### src/inc/cic_pkg.sv
// Package with register map, field positions, reset values and command codes
`default_nettype none
package cic_pkg;
    localparam int CIC_AW = 6;
    localparam logic [5:0] CIC_ADDR_RSVD = 6'h00;
    localparam logic [5:0] CIC_ADDR_CMD = 6'h01;
    localparam logic [5:0] CIC_ADDR_MIEN = 6'h02;
    localparam logic [5:0] CIC_ADDR_SIEN = 6'h03;
    localparam logic [5:0] CIC_ADDR_MFLG = 6'h04;
    localparam logic [5:0] CIC_ADDR_SFLG = 6'h05;
    localparam logic [7:0] CIC_RST_RSVD = 8'h00;
    localparam logic [7:0] CIC_RST_CMD = 8'h20;
    localparam logic [7:0] CIC_RST_MIEN = 8'h80;
    localparam logic [7:0] CIC_RST_SIEN = 8'h00;
    localparam logic [7:0] CIC_RST_MFLG = 8'h14;
    localparam logic [7:0] CIC_RST_SFLG = 8'h00;
    localparam int CIC_BIT_RXOFF = 5;
    localparam int CIC_BIT_SLEEP = 4;
    localparam int CIC_BIT_TOP = 7;
    localparam int CIC_BIT_AUX = 4;
    localparam int CIC_BIT_CRC = 2;
    localparam int CIC_BIT_IDLE = 4;
    localparam logic [7:0] CIC_SFLG_MASK = 8'h14;
    localparam logic [3:0] CIC_CMD_IDLE = 4'h0;
    localparam logic [3:0] CIC_CMD_SOFTRST = 4'hf;
    localparam logic [15:0] CIC_CMD_KNOWN = 16'hb3af;
    localparam int CIC_WAKE_CYCLES = 16;
    localparam int CIC_RESET_CYCLES = 8;
endpackage : cic_pkg
`default_nettype wire

### src/inc/cic_flag_if.sv
// Interface carrying flag state between the top and the flag register module
`timescale 1ns/1ps
`default_nettype none
interface cic_flag_if;
    logic [6:0] hw_set;
    logic wr_en;
    logic [7:0] wr_data;
    logic [6:0] flags;
    modport owner (input hw_set, input wr_en, input wr_data, output flags);
    modport user (output hw_set, output wr_en, output wr_data, input flags);
endinterface : cic_flag_if
`default_nettype wire

### src/hw/cic_flag_reg.sv
// Set/clear flag register with hardware set winning over software clear
`timescale 1ns/1ps
`default_nettype none
module cic_flag_reg #(
    parameter logic [6:0] RESET_VALUE = 7'h00,
    parameter logic [6:0] USED_MASK = 7'h7f
) (
    input wire logic clock,
    input wire logic rst_n,
    cic_flag_if.owner fl
);
    import cic_pkg::*;
    logic [6:0] flag_reg;
    logic [6:0] flag_next;
    always_comb begin
        flag_next = flag_reg;
        if (fl.wr_en) begin
            if (fl.wr_data[CIC_BIT_TOP]) begin
                flag_next = flag_reg | fl.wr_data[6:0];
            end else begin
                flag_next = flag_reg & ~fl.wr_data[6:0];
            end
        end
        flag_next = (flag_next | fl.hw_set) & USED_MASK;
    end
    always_ff @(posedge clock or negedge rst_n) begin
        if (!rst_n) begin
            flag_reg <= RESET_VALUE;
        end else begin
            flag_reg <= flag_next;
        end
    end
    assign fl.flags = flag_reg;
    chk_set_beats_clear: assert property (@(posedge clock) disable iff (!rst_n)
        (fl.hw_set & USED_MASK) != 7'h00 |=> (flag_reg & $past(fl.hw_set & USED_MASK)) == $past(fl.hw_set & USED_MASK))
        else $error("hardware flag set lost");
    chk_clear_takes: assert property (@(posedge clock) disable iff (!rst_n)
        fl.wr_en && !fl.wr_data[CIC_BIT_TOP] && fl.hw_set == 7'h00
        |=> (flag_reg & $past(fl.wr_data[6:0])) == 7'h00)
        else $error("flag clear not applied");
endmodule : cic_flag_reg
`default_nettype wire

### src/hw/cic_top.sv
// Command, interrupt enable and flag registers with interrupt pin control
// What this block does
// Address zero is reserved, resets to zero, does nothing.
// Command register resets to 20h; bit 5 powers receiver analog off.
// Writing one to bit 4 enters software power-down.
// Writing zero starts wake-up; bit reads one until ready.
// Power-down cannot be set while software reset command runs.
// Low command bits start a command; reads show running command.
// Main enable resets 80h; bit 7 inverts the interrupt pin.
// Inversion clear passes status directly; defaults leave pin undriven.
// Main enable bits 6..0 gate the seven main request flags.
// Secondary enable resets 00h; bit 7 selects push-pull or open-drain.
// Secondary bit 4 gates the aux input activity request.
// Secondary bit 2 gates the checksum done request.
// Main flag register resets 14h; bit 7 write-only, rest hardware flags.
// Flag writes set marked bits if bit 7 one, else clear them.
// Unknown command returns to idle and raises idle flag; host idle doesn't.
// Summary is OR of enabled flags, then polarity and drive applied.
`timescale 1ns/1ps
`default_nettype none
module cic_top #(
    parameter int WAKE_CYCLES = cic_pkg::CIC_WAKE_CYCLES,
    parameter int RESET_CYCLES = cic_pkg::CIC_RESET_CYCLES
) (
    input wire logic clock,
    input wire logic rst_n,
    input wire logic reg_wr,
    input wire logic reg_rd,
    input wire logic [cic_pkg::CIC_AW-1:0] reg_addr,
    input wire logic [7:0] reg_wdata,
    output logic [7:0] reg_rdata,
    input wire logic [6:0] main_events,
    input wire logic aux_modulation_input,
    input wire logic checksum_done_event,
    input wire logic command_done,
    output logic receiver_analog_off,
    output logic soft_sleep,
    output logic [3:0] active_command,
    output logic command_start,
    output logic irq_out,
    output logic irq_oe,
    output logic irq_status
);
    import cic_pkg::*;
    typedef enum logic [1:0] {CIC_RUN, CIC_SLEEP, CIC_WAKE} cic_pwr_t;
    function automatic logic cmd_known(input logic [3:0] code);
        cmd_known = CIC_CMD_KNOWN[code];
    endfunction : cmd_known
    cic_pwr_t pwr_reg, pwr_next;
    logic rxoff_reg, rxoff_next;
    logic [3:0] cmd_reg, cmd_next;
    logic [7:0] mien_reg, mien_next;
    logic [7:0] sien_reg, sien_next;
    logic [15:0] cnt_reg, cnt_next;
    logic start_reg, start_next;
    logic idle_set;
    logic aux_prev_reg;
    logic aux_armed_reg;
    logic sleep_reg, sleep_next;
    logic [7:0] rdata_reg, rdata_next;
    logic irq_reg, irq_next, oe_reg, oe_next, stat_reg, stat_next;
    logic wr_cmd, wr_mien, wr_sien;
    cic_flag_if mf();
    cic_flag_if sf();
    cic_flag_reg #(.RESET_VALUE(CIC_RST_MFLG[6:0]), .USED_MASK(7'h7f)) u_main (
        .clock(clock), .rst_n(rst_n), .fl(mf));
    cic_flag_reg #(.RESET_VALUE(CIC_RST_SFLG[6:0]), .USED_MASK(CIC_SFLG_MASK[6:0])) u_sec (
        .clock(clock), .rst_n(rst_n), .fl(sf));
    assign wr_cmd = reg_wr && reg_addr == CIC_ADDR_CMD;
    assign wr_mien = reg_wr && reg_addr == CIC_ADDR_MIEN;
    assign wr_sien = reg_wr && reg_addr == CIC_ADDR_SIEN;
    assign mf.wr_en = reg_wr && reg_addr == CIC_ADDR_MFLG;
    assign mf.wr_data = reg_wdata;
    assign sf.wr_en = reg_wr && reg_addr == CIC_ADDR_SFLG;
    assign sf.wr_data = reg_wdata;
    assign mf.hw_set = main_events | {2'b00, idle_set, 4'h0};
    always_comb begin
        sf.hw_set = 7'h00;
        // No edge is reported until the previous input level has been seen once
        sf.hw_set[CIC_BIT_AUX] = aux_armed_reg & (aux_modulation_input ^ aux_prev_reg);
        sf.hw_set[CIC_BIT_CRC] = checksum_done_event;
    end
    // Command and power state
    always_comb begin
        pwr_next = pwr_reg;
        rxoff_next = rxoff_reg;
        cmd_next = cmd_reg;
        cnt_next = cnt_reg;
        start_next = 1'b0;
        idle_set = 1'b0;
        if (cmd_reg == CIC_CMD_SOFTRST) begin
            if (cnt_reg == 16'h0000) begin
                cmd_next = CIC_CMD_IDLE;
                idle_set = 1'b1;
            end else begin
                cnt_next = cnt_reg - 16'h0001;
            end
        end else if (cmd_reg != CIC_CMD_IDLE && command_done) begin
            cmd_next = CIC_CMD_IDLE;
            idle_set = 1'b1;
        end
        if (pwr_reg == CIC_WAKE) begin
            if (cnt_reg == 16'h0000) begin
                pwr_next = CIC_RUN;
            end else begin
                cnt_next = cnt_reg - 16'h0001;
            end
        end
        if (wr_cmd) begin
            rxoff_next = reg_wdata[CIC_BIT_RXOFF];
            if (reg_wdata[CIC_BIT_SLEEP] && cmd_reg != CIC_CMD_SOFTRST) begin
                pwr_next = CIC_SLEEP;
            end else if (!reg_wdata[CIC_BIT_SLEEP] && pwr_reg == CIC_SLEEP) begin
                pwr_next = CIC_WAKE;
                cnt_next = 16'(WAKE_CYCLES - 1);
            end
            if (cmd_known(reg_wdata[3:0])) begin
                cmd_next = reg_wdata[3:0];
                idle_set = 1'b0;
                start_next = reg_wdata[3:0] != CIC_CMD_IDLE;
                if (reg_wdata[3:0] == CIC_CMD_SOFTRST) begin
                    cnt_next = 16'(RESET_CYCLES - 1);
                end
            end else begin
                cmd_next = CIC_CMD_IDLE;
                idle_set = 1'b1;
            end
        end
        sleep_next = pwr_next == CIC_SLEEP;
    end
    // Read mux and interrupt pin
    always_comb begin
        rdata_next = 8'h00;
        if (reg_rd) begin
            case (reg_addr)
                CIC_ADDR_CMD: rdata_next = {2'b00, rxoff_reg, pwr_reg != CIC_RUN, cmd_reg};
                CIC_ADDR_MIEN: rdata_next = mien_reg;
                CIC_ADDR_SIEN: rdata_next = sien_reg & (CIC_SFLG_MASK | 8'h80);
                CIC_ADDR_MFLG: rdata_next = {1'b0, mf.flags};
                CIC_ADDR_SFLG: rdata_next = {1'b0, sf.flags};
                default: rdata_next = 8'h00;
            endcase
        end
        mien_next = wr_mien ? reg_wdata : mien_reg;
        sien_next = wr_sien ? reg_wdata : sien_reg;
        stat_next = |(mf.flags & mien_reg[6:0]) | |(sf.flags & sien_reg[6:0]);
        irq_next = stat_next ^ mien_reg[CIC_BIT_TOP];
        oe_next = sien_reg[CIC_BIT_TOP] | ~irq_next;
    end
    always_ff @(posedge clock or negedge rst_n) begin
        if (!rst_n) begin
            pwr_reg <= CIC_RUN;
            rxoff_reg <= CIC_RST_CMD[CIC_BIT_RXOFF];
            cmd_reg <= CIC_RST_CMD[3:0];
            cnt_reg <= 16'h0000;
            start_reg <= 1'b0;
            mien_reg <= CIC_RST_MIEN;
            sien_reg <= CIC_RST_SIEN;
            aux_prev_reg <= 1'b0;
            aux_armed_reg <= 1'b0;
            sleep_reg <= 1'b0;
            rdata_reg <= 8'h00;
            irq_reg <= 1'b0;
            oe_reg <= 1'b0;
            stat_reg <= 1'b0;
        end else begin
            pwr_reg <= pwr_next;
            rxoff_reg <= rxoff_next;
            cmd_reg <= cmd_next;
            cnt_reg <= cnt_next;
            start_reg <= start_next;
            mien_reg <= mien_next;
            sien_reg <= sien_next;
            aux_prev_reg <= aux_modulation_input;
            aux_armed_reg <= 1'b1;
            sleep_reg <= sleep_next;
            rdata_reg <= rdata_next;
            irq_reg <= irq_next;
            oe_reg <= oe_next;
            stat_reg <= stat_next;
        end
    end
    assign reg_rdata = rdata_reg;
    assign receiver_analog_off = rxoff_reg;
    assign soft_sleep = sleep_reg;
    assign active_command = cmd_reg;
    assign command_start = start_reg;
    assign irq_out = irq_reg;
    assign irq_oe = oe_reg;
    assign irq_status = stat_reg;
    chk_sleep_blocked: assert property (@(posedge clock) disable iff (!rst_n)
        wr_cmd && reg_wdata[CIC_BIT_SLEEP] && cmd_reg == CIC_CMD_SOFTRST && pwr_reg == CIC_RUN
        |=> pwr_reg == CIC_RUN)
        else $error("power-down set during soft reset");
    chk_sleep_enter: assert property (@(posedge clock) disable iff (!rst_n)
        wr_cmd && reg_wdata[CIC_BIT_SLEEP] && cmd_reg != CIC_CMD_SOFTRST |=> soft_sleep)
        else $error("power-down not entered");
    chk_wake_reads_one: assert property (@(posedge clock) disable iff (!rst_n)
        wr_cmd && !reg_wdata[CIC_BIT_SLEEP] && pwr_reg == CIC_SLEEP |=> pwr_reg == CIC_WAKE ##1 pwr_reg != CIC_RUN)
        else $error("wake-up not held");
    chk_unknown_idle: assert property (@(posedge clock) disable iff (!rst_n)
        wr_cmd && !cmd_known(reg_wdata[3:0]) |=> cmd_reg == CIC_CMD_IDLE && mf.flags[CIC_BIT_IDLE])
        else $error("unknown command not idled");
    chk_irq_polarity: assert property (@(posedge clock) disable iff (!rst_n)
        1'b1 |=> irq_out == (irq_status ^ $past(mien_reg[CIC_BIT_TOP])))
        else $error("irq pin polarity wrong");
    chk_rxoff_follow: assert property (@(posedge clock) disable iff (!rst_n)
        wr_cmd |=> receiver_analog_off == $past(reg_wdata[CIC_BIT_RXOFF]))
        else $error("receiver off not written");
    chk_drive_mode: assert property (@(posedge clock) disable iff (!rst_n)
        1'b1 |=> irq_oe == ($past(sien_reg[CIC_BIT_TOP]) || !irq_out))
        else $error("open-drain drove high");
    chk_summary: assert property (@(posedge clock) disable iff (!rst_n)
        (mf.flags & mien_reg[6:0]) != 7'h00 |=> irq_status)
        else $error("enabled flag missing from summary");
endmodule : cic_top
`default_nettype wire

### config.mk
export PLATFORM = sky130hd
export DESIGN_NAME = cic_top
export DESIGN_NICKNAME = d
export VERILOG_FILES = /design/src/inc/cic_pkg.sv /design/src/inc/cic_flag_if.sv /design/src/hw/cic_flag_reg.sv /design/src/hw/cic_top.sv
export SDC_FILE = /design/constraint.sdc
export NUM_CORES = 1
export LEC_CHECK = 0
export BUFFER_PORTS_ARGS = -buffer_cell sky130_fd_sc_hd__buf_2
export CAP_MARGIN = 10
export CORE_UTILIZATION = 51
export DETAILED_ROUTE_END_ITERATION = 10
export PLACE_DENSITY_LB_ADDON = 0.08
export SYNTH_ARGS = -nofsm -noshare
export SYNTH_HDL_FRONTEND = slang
export SYNTH_SLANG_ARGS = --single-unit
### constraint.sdc
create_clock -name clock -period 2.1 [get_ports clock]
set_input_delay 0.315 -clock clock [delete_from_list [all_inputs] [get_ports clock]]
set_output_delay 0.315 -clock clock [all_outputs]
set_load 0.03 [all_outputs]
# Word level (Yosys, flattened, before mapping)
# Memory sizes are Yosys's and may differ from the RTL's.
# Index checks and enable logic that the tools add are counted.
# op_classes
n_bitwise,16
reduce_logical,17
n_eq_ne,12
n_addsub,1
muxes,33
magnitude_cmp,1
# op_table
op,n
$mux 16,9
$pmux 8 s5,1
$mux 4,5
$logic_not 16->1,1
$sub 16x1->16 const B,1
$and 7x7->7,2
$mux 7,2
$or 7x7->7,2
$reduce_or 7->1,2
$eq 6x2->1 const B,2
$eq 6x3->1 const B,2
$mux 2,5
$mux 5,2
$or 5x5->5,2
$eq 4x4->1 const B,2
$logic_and 1x1->1,8
$mux 1,8
$mux 8,1
$reduce_bool 4->1,2
$and 5x7->7,1
$not 7->7,1
$or 7x5->7,1
$eq 6x1->1 const B,1
$and 5x5->5,1
other kinds (13),16
# totals
in_bits,28
word_cells,97
memories,1
output_inout_bits,18
ff_bits,63
romBits,16
# memory_table
memory,depth,word_bits,read_ports,rd_clocked_by_memory_dff,write_ports,line_no,rtl
(name not given),16,1,1,0,0,cic_top.sv:47,cmd_known = CIC_CMD_KNOWN[code];

# Depth between registers and ports, before layout
# logic_depth
ltp_word,10
ltp_mapped,7
ltp_nobuf,6

# Modules after synthesis
# From an unflattened synthesis, not the netlist that was laid out.
# hier_totals
cells_unflattened,301
hier_area_um2,3326.9
# modules_own_cells
mod,cells_each,area_each_um2,seq_area_each_um2,instances
cic_top,267,2875.3,1353.8,1
cic_flag_reg (u_main),22,324.1,177.7,1
cic_flag_reg (u_sec),12,127.6,50.0,1

# Least setup slack after synthesis
# Ideal clock, no wire load.
# synth_path
path_kind,register -> register
start,register cnt_reg[0]
end,register cnt_reg[2]
path_slack_ps,40
path_stages_with_launch,8
path_buffers,1
arrival_time_ps,1928
path_cell_list,dfrtp_1 -> inv_1 -> ha_1 -> or4b_4 -> nor4_4 -> buf_6 -> nor4_1 -> or3_1
# synth_via
elab_chain_cells,10
word_cells_on_any_way,11
cone_classes,1 x add/sub; 9 x mux; 1 x reduce/logical
# synth_lines
element,line_no,rtl
from (decl),cic_top.sv:54,"logic [15:0] cnt_reg, cnt_next;"
from (signal assigned),cic_top.sv:170,cnt_reg <= cnt_next;
$sub 16x1->16 / $logic_not 16->1 (equally long branches),-,
$mux 16,cic_top.sv:92,if (cnt_reg == 16'h0000) begin
$mux 16,cic_top.sv:91,if (cmd_reg == CIC_CMD_SOFTRST) begin
$mux 16,cic_top.sv:103,if (cnt_reg == 16'h0000) begin
$mux 16 (*),cic_top.sv:102,if (pwr_reg == CIC_WAKE) begin
$mux 16,cic_top.sv:113,end else if (!reg_wdata[CIC_BIT_SLEEP] && pwr_reg == CIC_SLEEP) begin
$mux 16,cic_top.sv:111,if (reg_wdata[CIC_BIT_SLEEP] && cmd_reg != CIC_CMD_SOFTRST) begin
$mux 16,cic_top.sv:121,if (reg_wdata[3:0] == CIC_CMD_SOFTRST) begin
$mux 16,cic_top.sv:117,if (cmd_known(reg_wdata[3:0])) begin
$mux 16 (*),cic_top.sv:109,if (wr_cmd) begin
net cnt_next[2],cic_top.sv:54,
# The timed path passes the listed nets; every way through them passes the cells marked *.
# A chain may end at the register's enable or synchronous reset.

# Worst setup path after layout
# layout_path
start,register cnt_reg[5]
end,register cnt_reg[2]
# layout_via
elab_chain_cells,10
# layout_lines
element,line_no
$logic_not 16->1 (*),"cic_top.sv:92, cic_top.sv:103"
$mux 16,cic_top.sv:92
$mux 16,cic_top.sv:91
$mux 16,cic_top.sv:103
$mux 16 (*),cic_top.sv:102
$mux 16,cic_top.sv:113
$mux 16,cic_top.sv:111
$mux 16,cic_top.sv:121
$mux 16,cic_top.sv:117
$mux 16 (*),cic_top.sv:109
net cnt_next[2],cic_top.sv:54
# Marks and branches as above.

==> flow_summary.json <==
{
  "dr.pass1.iters": 6,
  "antenna_found_initial": 0,
  "synth_area_um2": 3010,
  "regToRegStartpoint": "cnt_reg[5]$_DFF_PN0_",
  "fmax_ghz": 0.500,
  "crit_path_start_kind": "register",
  "die_width_um": 78.9,
  "synthesis.nets": 317,
  "ios": 46,
  "gp_congestion": 0.850,
  "worstPathArrival_ns": 2.22,
  "core.rowCount": 27,
  "ys_seq_area_frac": 0.483,
  "drc": 0,
  "cts.clk_slew.worst_paths_ns": 0.07,
  "crit_fanout": 14,
  "pwr_density_cell_nw_per_um2": 752,
  "port_buffers": 45,
  "ys_ff_latch": 58,
  "grt_max_degree": 37,
  "syn_to_final_growth_pct": 22.5,
  "ys_async_sr_fraction": 1.00,
  "whs_endpoint": "aux_prev_reg$_DFF_PN0_",
  "min_path_type": "input port to register",
  "period_minus_slack_ns": 2.00,
  "drtAntennaViolNets": 0,
  "timing.rr.end": "cnt_reg[2]$_DFF_PN0_",
  "final_common_cell": "dfrtp_1",
  "synthTopCellsByArea": "dfrtp_1 45%, mux2_2 5.2%, dfstp_2 3.5%, nor2_1 3.5%, nand2_1 2.1%",
  "antennaDiodeCount": 0,
  "drt_iter0_markers": 189,
  "core_area_um2": 5610,
  "cts.sinks": 58,
  "maxSlewViolCount": 0,
  "synth_cells": 287,
  "path_class": "register to register",
  "clkLatencyLatePin_ns": 0.34,
  "slew_headroom": 0.524,
  "grt_overflow": 0,
  "cts_made_buffers": 9,
  "die_h_um": 78.9,
  "fin_worst_skew_ns": 0.00998,
  "whs_path_depth": 1,
  "synth-edff-count": 0,
  "start_util": 0.537,
  "post_drt_wl_per_cell_um": 17.0,
  "final.setup.tns_ns": 0,
  "ctsHtreeMaxLevel": 3,
  "grt_pass1_wl_um": 12200,
  "synth_warnings": 0,
  "via_per_inst": 6.03,
  "max_cap_violations": 0,
  "grt_setup_unrepaired": "no",
  "wirelength_um": 7450,
  "hold_viol": 0,
  "ctsRootBufferMaster": "clkbuf_8",
  "yosys.cell_types.count": 62,
  "clock_path_buffers": 2,
  "die_area_um2": 6220,
  "min_period_over_period": 0.953,
  "drive_gt1_frac": 0.359,
  "synth_area_leader_cell": "dfrtp_1",
  "ys.flop_type": "dfrtp_1",
  "dp_hpwl_um": 5210,
  "required_ns": 2.31,
  "r2r_slack_ns": 0.1,
  "tightestPinTransition_ns": 0.712,
  "fillCellCount": 495,
  "final_cell_mix": "54 x dfrtp_1, 45 x buf_2, 28 x nor2_1",
  "power_leakage_nw": 1.58,
  "status": "completed",
  "reg2reg_depth": 5,
  "cts_tree": "yes",
  "synth_top_area_share": 0.448,
  "syn_area_per_cell_um2": 10.5,
  "setup_viol_count_final": 0,
  "grt_pass1_vias": 2483,
  "grt_use_total": 0.260,
  "endpoint_kind": "register",
  "min-delay-start": "aux_modulation_input",
  "nets": 390,
  "largest_reg_flops": 16,
  "ir_drop_v": 0.000454,
  "vias": 2634,
  "power_mw": 2.78
}
## routing by layer
layer / track usage / routed length [um] / up-vias / share of wire
met5: 0 / 0 / - / 0
met4: 0.122 / 154 / 0 / 0.021
met3: 0.0402 / 448 / 13 / 0.060
met2: 0.373 / 3260 / 100 / 0.44
met1: 0.384 / 3590 / 1271 / 0.48
li1: - / - / 1250 / -
## layout make-up
cell class                      instances  area (um2)  area share
Multi-Input combinational cell        210        1480       0.400
Sequential cell                        58        1460       0.394
Inverter                                8        30.0     0.00813
Tap cell                               72        90.1      0.0244
Clock buffer                           10         128      0.0346
Clock inverter                          6        57.6      0.0156
Timing Repair Buffer                   73         454       0.123
## how the worst max path moves through the flow
stage                                    start                            to  slack, ns  cells after the start
after floorplan           cnt_reg[0]$_DFF_PN0_          cnt_reg[2]$_DFF_PN0_       0.04                      7
after global placement             reg_addr[3]  u_main.fl.flags[6]$_DFF_PN0_       0.04                      5
after detailed placement  cnt_reg[0]$_DFF_PN0_          cnt_reg[2]$_DFF_PN0_      0.007                      7
after CTS                 cnt_reg[0]$_DFF_PN0_          cnt_reg[2]$_DFF_PN0_      0.006                      7
after global routing      cnt_reg[1]$_DFF_PN0_         cnt_reg[11]$_DFF_PN0_      0.002                      6
final                     cnt_reg[5]$_DFF_PN0_          cnt_reg[2]$_DFF_PN0_        0.1                      5
## power breakdown
group	internal (mW)	switching, mW	leakage [nW]
clock	0.539	0.451	0.0958
sequential	1.23	0.0789	0.679
combinational	0.200	0.281	0.808
total	1.97	0.811	1.58
## worst max-delay path: stages (launching register included)
cell and delay (ns):
dfrtp_1 0.42, or4_1 0.59, nor4_4 0.29, buf_6 0.19
nor4_1 0.06, or3_1 0.33
## Yosys cell counts, types with 6 or more instances
cell and n:
o31ai_1 8, nor4_1 7, nor3_1 8, a22oi_1 6, nor2_1 28, o21ai_0 6, nand2_1 17, a21oi_1 11
or4_1 6, dfrtp_1 54, mux2_2 14, a31oi_1 8, clkbuf_1 6, nand3_1 6, mux2i_1 6, inv_1 8
## per-stage QoR
| stage | hold slack (ns) | std cells | util | worst slack [ns] | cell area [um2] |
|---|---|---|---|---|---|
| after floorplan | 0.0194 | 287 | - | 0.0405 | 3010 |
| after global placement | 0.328 | 418 | 0.619 | 0.0425 | 3470 |
| after detailed placement | 0.331 | 418 | 0.619 | 0.00701 | 3470 |
| after CTS | 0.0929 | 436 | 0.656 | 0.00635 | 3680 |
| after global routing | 0.0968 | 437 | 0.659 | 0.00181 | 3690 |
| final | 0.100 | 437 | 0.659 | 0.0986 | 3690 |
## cell families (layout without fill, tap and decap cells)
| logic type | Yosys count | in the layout | synth area share |
|---|---|---|---|
| AO/OA/AOI/OAI | 69 | 69 | 0.171 |
| other | 1 | 1 | 0.00124 |
| XOR/XNOR | 1 | 1 | 0.00291 |
| adder cells (fa/ha/maj) | 2 | 2 | 0.00830 |
| AND/OR/NAND/NOR | 116 | 117 | 0.229 |
| flip-flops | 58 | 58 | 0.483 |
| buffers and inverters | 20 | 97 | 0.0320 |
| multiplexers | 20 | 20 | 0.0722 |
## repair_timing
action	4_1_cts	5_1_grt
pin swaps	0	5
hold buffers	1	0
setup endpoints to repair	5	15
setup buffers	1	1
gates resized for setup	2	1
hold endpoints to repair	21	0
cloned	0	1
Power figures use the tool's default switching activity.
